File: config.mk
export PLATFORM = sky130hd
export DESIGN_NAME = ifd_core
export DESIGN_NICKNAME = d
export VERILOG_FILES = /design/src/inc/ifd_pkg.sv /design/src/design/ifd_core.sv
export VERILOG_INCLUDE_DIRS = /design/src /design/src/inc
export SDC_FILE = /design/constraint.sdc
export NUM_CORES = 1
export LEC_CHECK = 0
export BUFFER_PORTS_ARGS = -buffer_cell sky130_fd_sc_hd__clkbuf_2
export CAP_MARGIN = 20
export CORE_MARGIN = 10
export CORE_UTILIZATION = 45
export DETAILED_ROUTE_END_ITERATION = 6
export PLACE_DENSITY = 0.69
export SETUP_SLACK_MARGIN = 0.4
export SYNTH_ARGS = -nofsm -noshare
export SYNTH_HDL_FRONTEND = slang
export SYNTH_SLANG_ARGS = --single-unit
export TNS_END_PERCENT = 20
File: constraint.sdc
create_clock -name core_clk -period 2.2 [get_ports core_clk]
set_input_delay 0.22 -clock core_clk [delete_from_list [all_inputs] [get_ports core_clk]]
set_output_delay 0.22 -clock core_clk [all_outputs]
set_load 0.01 [all_outputs]
File: src/inc/ifd_consts.svh
// constants for the instruction format and timing decoder
// ---------------------------------------------------------------
// What this block does
// - 24-bit word, 8-bit opcode picks type
// - exactly three opcodes span two words
// - two-word form: 48 bits, word two top zero
// - lone second word runs as no-operation
// - one cycle; true test or jump: two
// - branch, table, return ops take 2-3 cycles
// - taken skip: two or three cycles
// - two-word instructions take exactly two cycles
// - register ops decode base, source, destination
// - file ops decode address and destination
// - bit ops decode target and bit position
// - literal moves decode value and target
// - literal math: base, value, optional destination
// ---------------------------------------------------------------
`ifndef IFD_CONSTS_SVH
`define IFD_CONSTS_SVH

// ---------------------------------------------------------------
// word layout
// ---------------------------------------------------------------
`define IFD_WORD_W 24
`define IFD_OP_MSB 23
`define IFD_OP_LSB 16
`define IFD_OPER_W 16

// ---------------------------------------------------------------
// opcode map
// ---------------------------------------------------------------
`define IFD_OP_NOP 8'h00
`define IFD_OP_GOTO2 8'h02
`define IFD_OP_CALL2 8'h03
`define IFD_OP_MOVD2 8'h04
`define IFD_OP_BRANCH 8'h05
`define IFD_OP_INDJMP 8'h06
`define IFD_OP_TBLRD 8'h07
`define IFD_OP_TBLWR 8'h08
`define IFD_OP_RETURN 8'h09
`define IFD_OP_RETINT 8'h0a
`define IFD_GRP_FILE 4'h5
`define IFD_GRP_BIT 4'h6
`define IFD_GRP_LITMOV 4'h7
`define IFD_GRP_LITALU 4'h8
`define IFD_GRP_SKIP 4'h9
`define IFD_GRP_CTRL 4'h0

// ---------------------------------------------------------------
// cycle counts per instruction
// ---------------------------------------------------------------
`define IFD_CYC_COND 2'd2
`define IFD_CYC_BRANCH 2'd2
`define IFD_CYC_INDJMP 2'd2
`define IFD_CYC_TABLE 2'd2
`define IFD_CYC_RETURN 2'd3

`endif

File: src/inc/ifd_pkg.sv
// types shared by the instruction format and timing decoder
package ifd_pkg;

    // instruction category
    typedef enum logic [3:0] {
        CL_NOP = 4'h0,
        CL_WORD = 4'h1,
        CL_FILE = 4'h2,
        CL_BIT = 4'h3,
        CL_LITMOV = 4'h4,
        CL_LITALU = 4'h5,
        CL_SKIP = 4'h6,
        CL_TWOWORD = 4'h7,
        CL_BRANCH = 4'h8,
        CL_INDJMP = 4'h9,
        CL_TABLE = 4'ha,
        CL_RETURN = 4'hb
    } ifd_class_e;

    // address modifier of a register operand
    typedef enum logic [1:0] {
        MD_DIRECT = 2'h0,
        MD_INDIRECT = 2'h1,
        MD_POSTINC = 2'h2,
        MD_PREDEC = 2'h3
    } ifd_mode_e;

    // sequencer states, one-hot
    typedef enum logic [3:0] {
        S_FETCH = 4'b0001,
        S_SECOND = 4'b0010,
        S_NOP = 4'b0100,
        S_SKIP = 4'b1000
    } ifd_state_e;

    // decoded operand fields
    typedef struct packed {
        logic [7:0] opcode;
        ifd_class_e cls;
        logic [3:0] baseReg;
        logic [3:0] srcReg;
        ifd_mode_e srcMode;
        logic [3:0] dstReg;
        ifd_mode_e dstMode;
        logic [12:0] fileAddr;
        logic toAccum;
        logic [3:0] bitPos;
        logic bitIndirect;
        logic toFile;
        logic [15:0] literal;
    } ifd_fields_s;

endpackage

File: src/design/ifd_core.sv
// instruction format decoder and cycle sequencer
`timescale 1ns/1ps
`include "ifd_consts.svh"

module ifd_core (
    input wire logic core_clk,
    input wire logic arst_n,
    input wire logic [23:0] progWord,
    input wire logic progValid,
    input wire logic condTrue,
    input wire logic pcChange,
    input wire logic skipTaken,
    output logic fetchReady,
    output logic issueValid,
    output logic [7:0] issueOpcode,
    output ifd_pkg::ifd_class_e issueClass,
    output logic [3:0] base_source_reg,
    output logic [3:0] second_source_reg,
    output ifd_pkg::ifd_mode_e secondSourceMode,
    output logic [3:0] dest_reg,
    output ifd_pkg::ifd_mode_e destMode,
    output logic [12:0] fileAddr,
    output logic accumulator_alias,
    output logic [3:0] bitPos,
    output logic bitIndirect,
    output logic targetIsFile,
    output logic [15:0] literal,
    output logic [15:0] extOperand,
    output logic cycleNop,
    output logic secondBad
);
    import ifd_pkg::*;

    // ---------------------------------------------------------------
    // helpers
    // ---------------------------------------------------------------

    function automatic logic isTwo(input logic [7:0] op);
        isTwo = (op == `IFD_OP_GOTO2) || (op == `IFD_OP_CALL2) ||
            (op == `IFD_OP_MOVD2);
    endfunction

    // opcode to category; unlisted control codes act as no-op
    function automatic ifd_class_e classOf(input logic [7:0] op);
        classOf = CL_WORD;
        if (isTwo(op)) begin
            classOf = CL_TWOWORD;
        end else if (op[7:4] == `IFD_GRP_CTRL) begin
            unique case (op)
                `IFD_OP_BRANCH: classOf = CL_BRANCH;
                `IFD_OP_INDJMP: classOf = CL_INDJMP;
                `IFD_OP_TBLRD, `IFD_OP_TBLWR: classOf = CL_TABLE;
                `IFD_OP_RETURN, `IFD_OP_RETINT: classOf = CL_RETURN;
                default: classOf = CL_NOP;
            endcase
        end else if (op[7:4] == `IFD_GRP_FILE) begin
            classOf = CL_FILE;
        end else if (op[7:4] == `IFD_GRP_BIT) begin
            classOf = CL_BIT;
        end else if (op[7:4] == `IFD_GRP_LITMOV) begin
            classOf = CL_LITMOV;
        end else if (op[7:4] == `IFD_GRP_LITALU) begin
            classOf = CL_LITALU;
        end else if (op[7:4] == `IFD_GRP_SKIP) begin
            classOf = CL_SKIP;
        end
    endfunction

    // split one word into operand fields
    function automatic ifd_fields_s decode(input logic [23:0] w);
        ifd_fields_s f;
        f = '0;
        // opcode is the top eight bits
        f.opcode = w[`IFD_OP_MSB:`IFD_OP_LSB];
        f.cls = classOf(f.opcode);
        unique case (f.cls)
            CL_WORD, CL_SKIP: begin
                f.baseReg = w[15:12];
                f.dstReg = w[11:8];
                f.dstMode = ifd_mode_e'(w[7:6]);
                f.srcMode = ifd_mode_e'(w[5:4]);
                f.srcReg = w[3:0];
            end
            CL_FILE: begin
                f.toAccum = w[15];
                f.fileAddr = w[12:0];
            end
            CL_BIT: begin
                f.toFile = w[15];
                f.bitIndirect = w[14];
                f.bitPos = w[13:10];
                f.baseReg = w[13:10];
                f.fileAddr = {3'h0, w[9:0]};
                f.srcMode = ifd_mode_e'(w[5:4]);
                f.srcReg = w[3:0];
            end
            CL_LITMOV: begin
                f.toFile = w[15];
                f.literal = {5'h00, w[14:4]};
                f.dstReg = w[3:0];
                f.fileAddr = {9'h000, w[3:0]};
            end
            CL_LITALU: begin
                f.baseReg = w[15:12];
                f.literal = {11'h000, w[4:0]};
                if (w[5]) begin
                    f.dstReg = w[11:8];
                    f.dstMode = ifd_mode_e'(w[7:6]);
                end else begin
                    f.dstReg = w[15:12];
                    f.dstMode = MD_DIRECT;
                end
            end
            // control and two-word forms carry an address field
            default: begin
                f.literal = w[15:0];
            end
        endcase
        decode = f;
    endfunction

    // no-op cycles added after the issue cycle
    function automatic logic [1:0] extraOf(input ifd_class_e c,
            input logic cnd, input logic jmp);
        unique case (c)
            CL_BRANCH: extraOf = `IFD_CYC_BRANCH - 2'd1;
            CL_INDJMP: extraOf = `IFD_CYC_INDJMP - 2'd1;
            CL_TABLE: extraOf = `IFD_CYC_TABLE - 2'd1;
            CL_RETURN: extraOf = `IFD_CYC_RETURN - 2'd1;
            // a lone second word never pads, whatever the flags
            CL_NOP: extraOf = 2'd0;
            // true test or jump adds one
            default: extraOf = (cnd || jmp) ? `IFD_CYC_COND - 2'd1 : 2'd0;
        endcase
    endfunction

    // ---------------------------------------------------------------
    // sequencer state
    // ---------------------------------------------------------------
    ifd_state_e state, next_state; // current phase
    logic [1:0] nopLeft, next_nopLeft; // pending no-op cycles
    logic [23:0] hold, next_hold; // first half of a long word
    logic skipTail, next_skipTail; // one more word to discard
    ifd_fields_s fld, next_fld; // issued fields
    logic [15:0] next_extOperand;
    logic next_issueValid, next_cycleNop, next_secondBad;
    logic next_fetchReady;
    logic take; // word accepted this cycle
    ifd_fields_s dec; // decode of the incoming word
    logic [1:0] extra;

    assign take = progValid && fetchReady;
    assign dec = decode(progWord);
    assign extra = extraOf(dec.cls, condTrue, pcChange);

    // next-state and output logic
    always_comb begin
        next_state = state;
        next_nopLeft = nopLeft;
        next_hold = hold;
        next_skipTail = skipTail;
        next_fld = fld;
        next_extOperand = extOperand;
        next_issueValid = 1'b0;
        next_secondBad = 1'b0;
        unique case (state)
            S_FETCH: begin
                if (take && isTwo(dec.opcode)) begin
                    // park the first word until its partner arrives
                    next_hold = progWord;
                    next_state = S_SECOND;
                end else if (take) begin
                    // opcode zero issues as a no-op
                    next_fld = dec;
                    next_extOperand = 16'h0000;
                    next_issueValid = 1'b1;
                    if (dec.cls == CL_SKIP && skipTaken) begin
                        next_state = S_SKIP;
                        next_skipTail = 1'b0;
                    end else if (extra != 2'd0) begin
                        next_nopLeft = extra;
                        next_state = S_NOP;
                    end
                end
            end
            S_SECOND: begin
                if (take) begin
                    // issue on the second of two cycles
                    next_fld = decode(hold);
                    next_extOperand = progWord[15:0];
                    next_issueValid = 1'b1;
                    // top byte of word two must be zero
                    next_secondBad = |progWord[`IFD_OP_MSB:`IFD_OP_LSB];
                    next_state = S_FETCH;
                end
            end
            S_NOP: begin
                next_nopLeft = nopLeft - 2'd1;
                if (nopLeft == 2'd1) begin
                    next_state = S_FETCH;
                end
            end
            S_SKIP: begin
                if (take) begin
                    // a skipped two-word form costs one more
                    if (!skipTail && isTwo(dec.opcode)) begin
                        next_skipTail = 1'b1;
                    end else begin
                        next_skipTail = 1'b0;
                        next_state = S_FETCH;
                    end
                end
            end
        endcase
        // ready is withheld only while padding with no-ops
        next_fetchReady = (next_state != S_NOP);
        next_cycleNop = (next_state == S_NOP) || (next_state == S_SKIP);
    end

    // state registers
    always_ff @(posedge core_clk or negedge arst_n) begin
        if (!arst_n) begin
            state <= S_FETCH;
            nopLeft <= 2'd0;
            hold <= 24'h000000;
            skipTail <= 1'b0;
            fld <= '0;
            extOperand <= 16'h0000;
            issueValid <= 1'b0;
            cycleNop <= 1'b0;
            secondBad <= 1'b0;
            fetchReady <= 1'b1;
        end else begin
            state <= next_state;
            nopLeft <= next_nopLeft;
            hold <= next_hold;
            skipTail <= next_skipTail;
            fld <= next_fld;
            extOperand <= next_extOperand;
            issueValid <= next_issueValid;
            cycleNop <= next_cycleNop;
            secondBad <= next_secondBad;
            fetchReady <= next_fetchReady;
        end
    end

    // ---------------------------------------------------------------
    // outputs, all straight from the field register
    // ---------------------------------------------------------------
    assign issueOpcode = fld.opcode;
    assign issueClass = fld.cls;
    assign base_source_reg = fld.baseReg;
    assign second_source_reg = fld.srcReg;
    assign secondSourceMode = fld.srcMode;
    assign dest_reg = fld.dstReg;
    assign destMode = fld.dstMode;
    assign fileAddr = fld.fileAddr;
    assign accumulator_alias = fld.toAccum;
    assign bitPos = fld.bitPos;
    assign bitIndirect = fld.bitIndirect;
    assign targetIsFile = fld.toFile;
    assign literal = fld.literal;
endmodule

==> results of run 1 <==
## logic make-up after synthesis
logic type	after synthesis	synth area share [%]
buf+inv	61	4.444
fa+ha+maj	1	0.2048
flops	115	47.14
xor+xnor	4	0.5735
compound gates	189	23.12
mux	22	4.034
simple gates	264	20.48
## repair_timing
item	in CTS	in global routing
hold buffers	1	0
hold endpoints to repair	113	0
pin swaps	17	19
gates resized for setup	44	45
endpoints found under the setup margin	107	98
setup buffers	25	11
gates cloned	4	1
## power groups by stage
stage	clock (mW)	sequential, mW	combinational, mW
floorplan	0	3.42	1.35
global placement	0	3.25	2.74
detailed placement	0	3.29	2.80
CTS	2.92	3.24	3.09
global route	3.01	3.36	3.65
finish	2.90	3.29	3.35
## layer usage
metal,part of all wire [%],vias up,track usage [%]
li1,-,2828,-
met1,39,3072,28.30
met2,48,348,37.51
met3,8.9,89,5.792
met4,3.6,0,11.60
met5,0,-,0
## layout make-up
cell class / count / area [um2] / share of cell area [%]
Clock buffer: 21 / 470.5 / 5.346
Clock inverter: 11 / 150.1 / 1.706
Tap cell: 176 / 220.2 / 2.502
Multi-Input combinational cell: 480 / 3334 / 37.89
Inverter: 8 / 35.03 / 0.3981
Timing Repair Buffer: 226 / 1702 / 19.34
Sequential cell: 115 / 2888 / 32.82
## placed cells by master (no fill, tap or decap), drive strengths merged, types with 9 or more instances in the layout
master,n
nor3,12
buf,111
inv,10
o21ai,31
clkbuf,134
nand3b,9
mux2,21
nand2b,10
dfrtp,113
a21oi,22
nor2,72
o31ai,13
nand3,25
a221oi,43
a31oi,13
o21a,11
nand2,102
## worst max-delay path, cell delays in order, from the launching register on
cell and delay, ns:
dfrtp_2 0.48, and4b_1 0.24, a21o_1 0.16, a41o_1 0.22
nor3b_2 0.18, nor2_2 0.16, buf_4 0.14, nor2_1 0.04
o32a_1 0.34
## stage by stage
| step | TNS [ns] | cell area [um2] |
|---|---|---|
| 2_1_floorplan | 0 | 6197 |
| 3_3_place_gp | -1.191 | 7341 |
| 3_5_place_dp | -2.765 | 7341 |
| 4_1_cts | 0 | 8524 |
| 5_1_grt | 0 | 8800 |
| 6_report | 0 | 8800 |
## worst max-delay path by stage
stage	slack [ns]	to	start
final	0.12	base_source_reg[0]	hold[20]
after global routing	0.04	destMode[1]	hold[21]
after CTS	0.12	base_source_reg[0]	hold[20]
after detailed placement	-0.11	issueOpcode[0]	progWord[20]
after global placement	-0.04	cycleNop	progWord[20]
after floorplan	0.03	base_source_reg[2]	state[0]
==> impl.org, run 1 <==
** Clock network
- CTS placed an instance of clkbuf_16 at the clock tree root.
- Number of clock buffers inserted by TritonCTS :: 17
- H-tree depth reported by CTS :: 4
- Clock latency reported for the late side of the worst-skew pair :: 0.43 ns
- CTS clock-pin slew for the worst setup and hold paths :: 0.06 ns
- Clock tree synthesis found a total of 115 sinks.
- Clock buffer depth :: 2
- TritonCTS built the clock tree.

** Floorplan
- Ports :: 114
- Floorplan core area :: 13,300 um2
- The die is 136.5 um wide.
- Row generation in the floorplan step produced 42 rows.
- For this configuration, the core starts out at a cell density of 45.95%.
- Total Die Area :: 18,640 um2
- The die is 136.5 um tall.

** Min path
- Hold crit path type :: input port to flip-flop
- Number of stages on the worst hold path :: 3
- Worst hold path endpoint :: extOperand[15]
- Hold Path Origin :: progWord[15]

** Power and ir drop
- Internal power comes to 6.223 mW.
- The design draws 9.548 mW.
- Sequential cells account for 34.5% of the total power.
- In this run switching power makes up 34.83% of total power.
- Power density of the placed cells :: 1085 nW/um2
- Net switching component of the power :: 3.326 mW
- Combinational power share :: 35.1%
- The clock network is responsible for 30.4% of the overall power.
- VDD sags by at most 0.0006699 V.
- Static Leakage :: 4.133 nW

** Timing
- Maximum achievable frequency :: 480.1 MHz
- After layout, the worst setup slack is 0.1172 ns.
- Actual slew at the worst max-slew pin :: 0.6575 ns
- Setup repair after global routing could not meet its margin everywhere.
- In this run the tightest slew margin relative to its limit is 56.17%.
- Final Skew :: 0.01102 ns
- The count of final max-slew check failures is 0.
- The worst path needs 2.083 ns of the cycle, external delays included.
- Setup violations remaining at the end of the flow were counted as 0.
- Final worst-path cycle share :: 94.67%
- Worst-case hold slack :: 0.1191 ns
- The count of final hold-check violations is 0.

** Layout
- The repair_antennas step left the layout with diodes totalling 0.
- Post-Layout Cell Count :: 1,037
- In the final design database the tool counted 879 nets.
- Flip-flop count of the largest register after layout :: 24
- Area grow syn2layout :: 44.03%
- Register with the most flip-flops :: hold
- Of the cells placed in the final design, the portion with a size suffix greater than 1 is 41.35%.
- After filler insertion, the fill cell instance count of the layout stands at 1,012.
- Final core utilization :: 66.19%

** Setup path
- Measured in cells, the most critical reg-to-reg path has a length of 8.
- The critical path is of the flip-flop to flip-flop type.
- At the worst endpoint, the required time is 2.51 ns.
- Along the worst path, the maximum fanout reaches 7.
- The endpoint identified for the worst register-to-register timing path is base_source_reg[0].
- Data on the critical path arrives at its endpoint at 2.39 ns.
- STA classifies the critical path startpoint as a flip-flop.
- In this run the register-to-register setup slack is 0.12 ns.
- STA classifies the critical path endpoint as a flip-flop.
- The worst register-to-register path begins at hold[20].

** Synthesis
- Cell Area, Synth :: 6110 um2
- Number of storage elements in the synthesis netlist :: 115
- Total number of yosys warnings :: 0
- The top cell type by area accounts for 46.28% of the synthesized area.
- Post-synth EDFFs :: 0
- Synthesized area divided by synthesized cell count :: 9.313 um2
- Largest cells by area after synthesis :: dfrtp_1 (46%), nand2_1 (6.2%), a221oi_1 (6.2%)
- Of all flip-flops after synthesis, the portion carrying an async set or reset was 100.0%.
- Ranked by instance count, the synthesized netlist is headed by dfrtp_1 (113), nand2_1 (101), nor2_1 (72).
- The share of the Yosys chip area taken by registers is 47.14%.
- The number of different library cells used by synthesis comes to 74.
- The most common cell in the synthesized netlist is dfrtp_1.
- Synthesis produced a netlist with a net count of 687.
- Most used flip-flop cell after synthesis :: dfrtp_1
- Cell type contributing the most total cell area after synthesis :: dfrtp_1
- After technology mapping, the gate count stands at 656.

** GRT
- The first global-routing pass estimated 34.08 mm of wire.
- Total grt overflow :: 0
- Global routing used 23.23% of the available tracks across all layers.
- The via count of the first global-routing pass was 6,277.
- Entering global routing, the biggest net connects 116 pins.
- The number of antenna violations at the first check in global routing was 0.

** Outcome
- Status :: finished clean

** Route
- Pre-Repair DR Iteration Count :: 5
- In the routed layout, each cell is associated on average with a via count of 6.111.
- Via total after detailed routing :: 6,337
- In this run the remaining antenna-violating nets after routing total 0.
- DRC marker count from the first detailed-route iteration :: 706
- For this block, the routed nets add up to 22.15 mm of wire.
- After detailed routing, the average wire length per cell comes to 21.36 um.
- DRC violation count after routing :: 0

** Place
- Total placed cells including tap cells :: 963
- In this run the tool buffered the top-level ports with 113 buffer cells.
- OpenSTA, run right after detailed placement, puts the worst setup slack at -0.1081 ns.
- Weighted congestion at the end of routability-driven global placement :: 0.8974
- Detailed Place HPWL :: 14.90 mm

** Job
- Max-cap violations in this run came to 0.
No activity file was read; power rests on OpenSTA's default activity.
==> run 2, diff against run 1 <==
--- a/config.mk
+++ b/config.mk
@@ -12,7 +12,7 @@
 export CORE_UTILIZATION = 45
 export DETAILED_ROUTE_END_ITERATION = 6
 export PLACE_DENSITY = 0.69
-export SETUP_SLACK_MARGIN = 0.4
+export SETUP_SLACK_MARGIN = 0.1
 export SYNTH_ARGS = -nofsm -noshare
 export SYNTH_HDL_FRONTEND = slang
 export SYNTH_SLANG_ARGS = --single-unit
==> run 2 against run 1 <==
Sequential share of layout area increased by 2.5 points. Total power decreased by 6.5%. Final cell count fell by 2.5%. Register-to-register slack got worse by 0.06 ns. First-iteration DRC count increased by 0.85%. Clock power is 3% lower. Largest power group is now registers.
==> impl.org, run 2 (same netlist as run 1, synthesis figures left out) <==
** Clock network
- TritonCTS built the clock tree.
- Clock latency reported for the late side of the worst-skew pair :: 0.42 ns (about the same)
- The maximum count of clock buffers along a single path came to 2 (unchanged).
- In this run the clock root is driven by a clkbuf_16.
- The sink count of the clock tree came to 115 (unchanged).
- The number of CTS-inserted buffers was 17 (unchanged).
- CTS clock-pin slew for the worst setup and hold paths :: 0.05 ns (about the same)
- The H-tree depth reported by CTS was 4 (unchanged).

** Setup path
- Cell breakdown of the critical path :: and4b_1 -> a21o_1 -> a41o_1 -> nor3b_4 -> buf_4 -> a222oi_1 -> o21ai_1
- The register-to-register path setup slack was 0.06 ns (-0.06 ns).
- Required time at the endpoint of the critical path :: 2.48 ns (-0.03 ns)
- Cell type of the slowest stage on the worst timing path :: dfrtp_2
- The maximum single-stage delay on the critical path is 0.48 ns (about the same).
- The worst register-to-register path ends at dest_reg[3].
- Worst Path Buf+Inv :: 1 (unchanged)
- Worst Setup Start Kind :: flip-flop
- The worst setup path is captured at a flip-flop.
- The startpoint identified for the worst register-to-register timing path is hold[22].
- The critical path is of the flip-flop to flip-flop type.
- The largest fanout on the critical path came to 7 (unchanged).
- R2R depth :: 7 (-1)
- Arrival time at the worst endpoint :: 2.43 ns (+0.04 ns)
- Family with the most delay on the worst path :: compound AO/OA/AOI/OAI gates

** Min path
- Worst hold path endpoint :: extOperand[6]
- Number of stages on the worst hold path :: 3 (unchanged)
- Hold Path Origin :: progWord[6]
- The path class of the tightest hold or removal check is input port to flip-flop.

** Power and ir drop
- The worst supply voltage drop on vdd was 0.0005283 V (-21%).
- Total chip power :: 8.925 mW (-6.5%)
- Static Leakage :: 3.888 nW (-5.9%)
- The power density normalized to cell area came to 1092 nW/um2 (+0.62%).

** Route
- Detail Route Antenna Nets :: 0 (unchanged)
- Detailed-route wire length per cell :: 20.99 um (-1.7%)
- WL final :: 21.22 mm (-4.2%)
- Vias/cell :: 5.988 (-2.0%)
- Via total after detailed routing :: 6,054 (-4.5%)
- Pre-Repair DR Iteration Count :: 6 (+1)
- DRC violation count after routing :: 0 (unchanged)
- The number of DRC violations after detailed-routing iteration 0 came to 712 (+0.85%).

** Layout
- Flip-flop count of the largest register after layout :: 24 (unchanged)
- Layout cell share with drive strength beyond 1 :: 34.73% (-6.6 points)
- The final-layout fill cell count was 1,157 (+14%).
- The diode insertion count for antenna repair came to 0 (unchanged).
- Post-layout nets :: 855 (-2.7%)
- In the layout the commonest cells are clkbuf_2 (112), dfrtp_1 (108), nand2_1 (100).
- Register with the most flip-flops :: hold
- Area of all sequential standard cells :: 2887 um2 (about the same)
- Post-Layout Cell Count :: 1,011 (-2.5%)
- The area occupied by multi-input gates came to 3089 um2 (-7.4%).
- The library cell used most frequently in the layout, excluding fill and tap cells, is clkbuf_2.
- Area grow syn2layout :: 33.79%

** Timing
- Final Skew :: 0.008951 ns (-0.002070 ns)
- The relative max-transition margin was 66.84% (+11 points).
- Max-slew violation count :: 0 (unchanged)
- Maximum achievable frequency :: 466.5 MHz (-2.8%)
- Setup repair after global routing could not meet its margin everywhere.
- The transition time of the tightest slew-check pin came to 0.4912 ns (-0.1662 ns).
- Final number of setup-violating endpoints :: 0 (unchanged)
- Hold Fails Final Rpt :: 0 (unchanged)
- Final period demand of the worst path :: 2.144 ns (+0.06093 ns)
- The final worst hold slack came to 0.1142 ns (-0.004963 ns).
- The post-route clock period utilization came to 97.44% (+2.8 points).

** Job
- The max-cap violation count came to 0 (unchanged).

** GRT
- The via count of the first global-routing pass came to 6,113 (-2.6%).
- Gr busiest metal :: met2
- Met2 track demand over resource :: 36.81% (-0.70 points)
- GR Util All Layers :: 22.89% (-0.34 points)
- The wire length of the first global-routing pass is 33.55 mm (-1.6%).
- The leftover overflow at the end of global routing came to 0 (unchanged).
- The number of antenna violations at the first check in global routing is 0 (unchanged).
- The met1 demand-to-capacity share in global routing was 28.53% (+0.23 points).
- The met3 usage is 5.938% (+0.15 points).
- The maximum number of pins on one net before global-route repair is 64 (-45%).

** Outcome
- The flow ran to the end, and the final reports show no timing, DRC or antenna violations.

** Floorplan
- The effective utilization at floorplan is 45.95% (unchanged).
- The core outline area is 13,300 um2 (unchanged).
- The height of the die is 136.5 um (unchanged).
- Die X-Extent :: 136.5 um (unchanged)
- The cell row count came to 42 (unchanged).
- Total Die Area :: 18,640 um2 (unchanged)
- Ports :: 114 (unchanged)

** Place
- The placed cell count is 970 (+0.73%).
- Detailed Place HPWL :: 15.57 mm (+4.5%)
- The number of buffers added on ports was 113 (unchanged).
- The global placer's final weighted congestion is 0.9515 (+6.0%).
-- run 2: changes by cell type in the layout (fill, tap and decap cells not counted), sizes merged --
cell,previous run,this run
bufbuf,1,0
clkinv,1,6
clkinvlp,5,1
inv,10,7
buf,111,89
clkbuf,134,133
-- run 2: layout make-up --
cell class | count | share of cell area, %
clock inverters | 9 | 1.592
inverters | 8 | 0.4286
repair buffers | 202 | 16.42
flip-flops and latches | 115 | 35.31
multi-input cells | 480 | 37.79
well taps | 176 | 2.694
clock buffers | 21 | 5.755
-- run 2: worst max-delay path by stage --
stage / startpoint / to / slack, ns / depth (start not counted)
final: hold[22] / dest_reg[3] / 0.06 / 7
after detailed placement: progWord[20] / fileAddr[5] / -0.10 / 7
after CTS: hold[21] / destMode[0] / 0.02 / 8
after floorplan: state[0] / base_source_reg[2] / 0.03 / 7
after global placement: progWord[20] / fileAddr[9] / -0.06 / 7
after global routing: hold[21] / destMode[0] / -0.02 / 8
-- run 2: where the power goes --
group          internal, mW  total [mW]  switching, mW  leakage (nW)
Sequential             2.78        3.25          0.467          1.47
Clock                  1.85        2.82          0.966         0.295
Combinational          1.26        2.86           1.60          2.12
Total                  5.89        8.92           3.04          3.89
-- run 2: stage by stage --
stage	instance area (um2)	utilization, %	worst slack (ns)	TNS [ns]
floorplan	6193	-	0.02918	0
global placement	7380	55.51	-0.05703	-0.3251
global route	8174	61.48	-0.01647	-0.03245
CTS	8016	60.30	0.01578	0
detailed placement	7380	55.51	-0.1034	-1.774
finish	8174	61.48	0.05632	0
-- run 2: routing by layer --
layer | part of all wire [%] | vias up | wire length (um)
met1 | 40 | 2962 | 8569
met2 | 48 | 272 | 10270
met4 | 2.9 | 0 | 605
li1 | - | 2766 | -
met3 | 8.4 | 54 | 1776
met5 | 0 | - | 0
-- run 2: timing repair --
item	4_1_cts	5_1_grt
pin swaps	2	7
hold buffers	1	0
endpoints found under the hold margin	18	0
setup endpoints to repair	13	30
gates resized for setup	6	21
buffers inserted	0	10
-- run 2: tightest hold or removal path, delay by kind of cell --
kind / cells / cell delay [ns]
and+or+nand+nor: 2 / 0.14
buffers and inverters: 1 / 0.13
==> run 3, diff against run 2 <==
--- a/config.mk
+++ b/config.mk
@@ -9,9 +9,8 @@
 export BUFFER_PORTS_ARGS = -buffer_cell sky130_fd_sc_hd__clkbuf_2
 export CAP_MARGIN = 20
 export CORE_MARGIN = 10
-export CORE_UTILIZATION = 45
+export CORE_UTILIZATION = 40
 export DETAILED_ROUTE_END_ITERATION = 6
-export PLACE_DENSITY = 0.69
 export SETUP_SLACK_MARGIN = 0.1
 export SYNTH_ARGS = -nofsm -noshare
 export SYNTH_HDL_FRONTEND = slang
==> run 3 against run 2 <==
Die area rose by 11%. Clock skew rose by 0.00093 ns. Clock power fell by 11%. Largest cell class unchanged.
==> impl.org, run 3 (same netlist as run 1, synthesis figures left out) <==
** Outcome
- Status :: finished clean

** Layout
- The area growth from synthesis to layout is 32.23%.
- The area occupied by multi-input gates came to 3064 um2 (-0.81%).
- The flip-flop count of the largest register after layout came to 24 (unchanged).
- Register with the most flip-flops :: hold
- Most common cell after layout, fill and taps aside :: clkbuf_2
- The final-layout fill cell count was 1,393 (+20%).
- Final antenna diode count :: 0 (unchanged)
- Post-layout nets :: 850 (-0.58%)
- Area of all sequential standard cells :: 2888 um2 (about the same)
- The share of cells above drive strength 1 was 34.22% (-0.51 points).
- Highest-count cells in the layout ignoring fill and taps :: clkbuf_2 (112), dfrtp_1 (107), nand2_1 (100)

** Timing
- Actual slew at the worst max-slew pin :: 0.5636 ns (+0.07234 ns)
- Relative max-transition margin :: 62.43% (-4.4 points)
- Total negative setup slack :: 0 ns (unchanged)
- Maximum achievable frequency :: 462.9 MHz (-0.77%)
- Max-slew violation count :: 0 (unchanged)
- RSZ-0062 raised after global routing :: yes
- Hold Fails Final Rpt :: 0 (unchanged)
- Final period demand of the worst path :: 2.160 ns (+0.01653 ns)
- The largest clock skew in the final design is 0.009885 ns (+0.0009336 ns).
- The post-route clock period utilization was 98.19% (+0.75 points).
- Final number of setup-violating endpoints :: 0 (unchanged)

** Clock network
- The clock-pin transition on the worst setup and hold timing paths was 0.06 ns (about the same).
- Number of sinks handled by clock tree synthesis :: 115 (unchanged)
- The number of CTS-inserted buffers was 17 (unchanged).
- The tree is rooted in a clkbuf_16.
- TritonCTS built the clock tree.
- H-tree depth reported by CTS :: 4 (unchanged)
- The maximum count of clock buffers along a single path came to 2 (unchanged).
- Clock latency reported for the late side of the worst-skew pair :: 0.42 ns (about the same)

** Route
- WL final :: 21.44 mm (+1.0%)
- The routed length per placed instance is 21.06 um (+0.32%).
- DRC violation count after routing :: 0 (unchanged)
- The ratio of routed vias to standard cells is 5.833 (-2.6%).
- The number of detailed-route iterations in the first pass is 5 (-1).
- The total number of vias is 5,938 (-1.9%).
- DRC marker count from the first detailed-route iteration :: 611 (-14%)
- The post-route antenna net violation count is 0 (unchanged).

** Power and ir drop
- Total chip power :: 8.639 mW (-3.2%)
- The reported leakage power is 3.839 nW (-1.2%).
- IR drop worst, VDD :: 0.0005675 V (+7.4%)
- Power density of the placed cells :: 1069 nW/um2 (-2.1%)

** GRT
- Pin count of the biggest net entering global routing :: 45 (-30%)
- The via count of the first global-routing pass is 5,961 (-2.5%).
- The leftover overflow at the end of global routing is 0 (unchanged).
- The total global routing track utilization came to 21.05% (-1.8 points).
- The number of antenna violations at the first check in global routing is 0 (unchanged).
- The wire length of the first global-routing pass is 34.00 mm (+1.4%).

** Floorplan
- Total Die Area :: 20,620 um2 (+11%)
- Ports :: 114 (unchanged)
- Count of standard-cell rows :: 45 (+7.1%)
- The height of the die was 143.6 um (+5.2%).
- The effective utilization at floorplan was 40.49% (-5.5 points).
- The core outline area came to 15,090 um2 (+13%).
- The floorplan die width is 143.6 um (+5.2%).

** Min path
- The path class of the tightest hold or removal check is input port to flip-flop.

** Setup path
- STA classifies the critical path endpoint as a flip-flop.
- The required time of the critical path came to 2.53 ns (+0.05 ns).
- The worst setup path is of the flip-flop to flip-flop kind.
- Arrival time at the worst endpoint :: 2.49 ns (+0.06 ns)
- Largest driver fanout on the critical path :: 8 (+1)
- The worst setup path is launched from a flip-flop.

** Job
- Max Cap Viol :: 0 (unchanged)

** Place
- The half-perimeter wire length after placement is 15.85 mm (+1.8%).
- Weighted congestion at the end of routability-driven global placement :: 0.9287 (-2.4%)
- Number of buffers added on ports :: 113 (unchanged)
[run 3: cell count changes in the layout (fill, tap and decap cells not counted), sizes merged]
cell / previous run / this run
clkbuf: 133 / 138
clkinv: 6 / 3
buf: 89 / 84
inv: 7 / 8
bufinv: 3 / 0
[run 3: worst max-delay path, cell delays in order, from the launching register on]
cell	delay, ns
dfrtp_2	0.50
buf_4	0.17
xor2_1	0.16
a32oi_1	0.24
o21ai_2	0.12
nor3b_2	0.34
nor2_2	0.11
o221a_2	0.31
o21ai_0	0.14
[run 3: per-stage QoR]
| step | hold slack [ns] | cell area (um2) | cells | utilization [%] | worst slack [ns] |
|---|---|---|---|---|---|
| after floorplan | -0.07559 | 6193 | 656 | - | 0.02918 |
| after global placement | 0.2456 | 7392 | 980 | 48.99 | -0.07221 |
| after detailed placement | 0.2436 | 7392 | 980 | 48.99 | -0.05654 |
| after CTS | 0.1041 | 7964 | 1011 | 52.78 | 0.04013 |
| after global routing | 0.1373 | 8079 | 1018 | 53.54 | -0.09322 |
| final | 0.1141 | 8079 | 1018 | 53.54 | 0.03979 |
[run 3: worst paths after layout]
kind                                 from                  to  slack (ns)  depth (start not counted)
min in group asynchronous          arst_n       issueClass[0]        0.35                          2
max in group asynchronous          arst_n          fetchReady        1.19                          3
hold / removal               progWord[22]      issueOpcode[6]        0.11                          3
hold reg to reg            extOperand[12]      extOperand[12]        0.47                          2
setup reg to reg                 hold[20]  base_source_reg[1]        0.04                          8
setup / recovery                 hold[20]  base_source_reg[1]        0.04                          8
[run 3: final cells by class]
| class | count | area share, % |
|---|---|---|
| Clock buffer | 26 | 6.427 |
| Clock inverter | 4 | 0.2788 |
| Inverter | 8 | 0.4027 |
| Multi-Input combinational cell | 480 | 37.93 |
| Sequential cell | 115 | 35.74 |
| Tap cell | 188 | 2.912 |
| Timing Repair Buffer | 197 | 16.31 |
[run 3: repair_timing]
| action | CTS | global route |
|---|---|---|
| pin swaps | 3 | 5 |
| resized for setup | 7 | 16 |
| endpoints found under the hold margin | 32 | 0 |
| endpoints found under the setup margin | 12 | 43 |
| hold buffers | 1 | 0 |
| buffers inserted | 0 | 7 |
[run 3: routing by layer]
layer / wire, um / share of wire [%] / global-route usage, %
met5: 0 / 0 / 0
met4: 413 / 1.9 / 7.039
met3: 1756 / 8.2 / 5.644
met2: 10500 / 49 / 34.14
met1: 8769 / 41 / 26.56
[run 3: power breakdown]
| group | switching [mW] | internal [mW] |
|---|---|---|
| registers | 0.500 | 2.78 |
| clock network | 0.922 | 1.60 |
| logic | 1.58 | 1.26 |
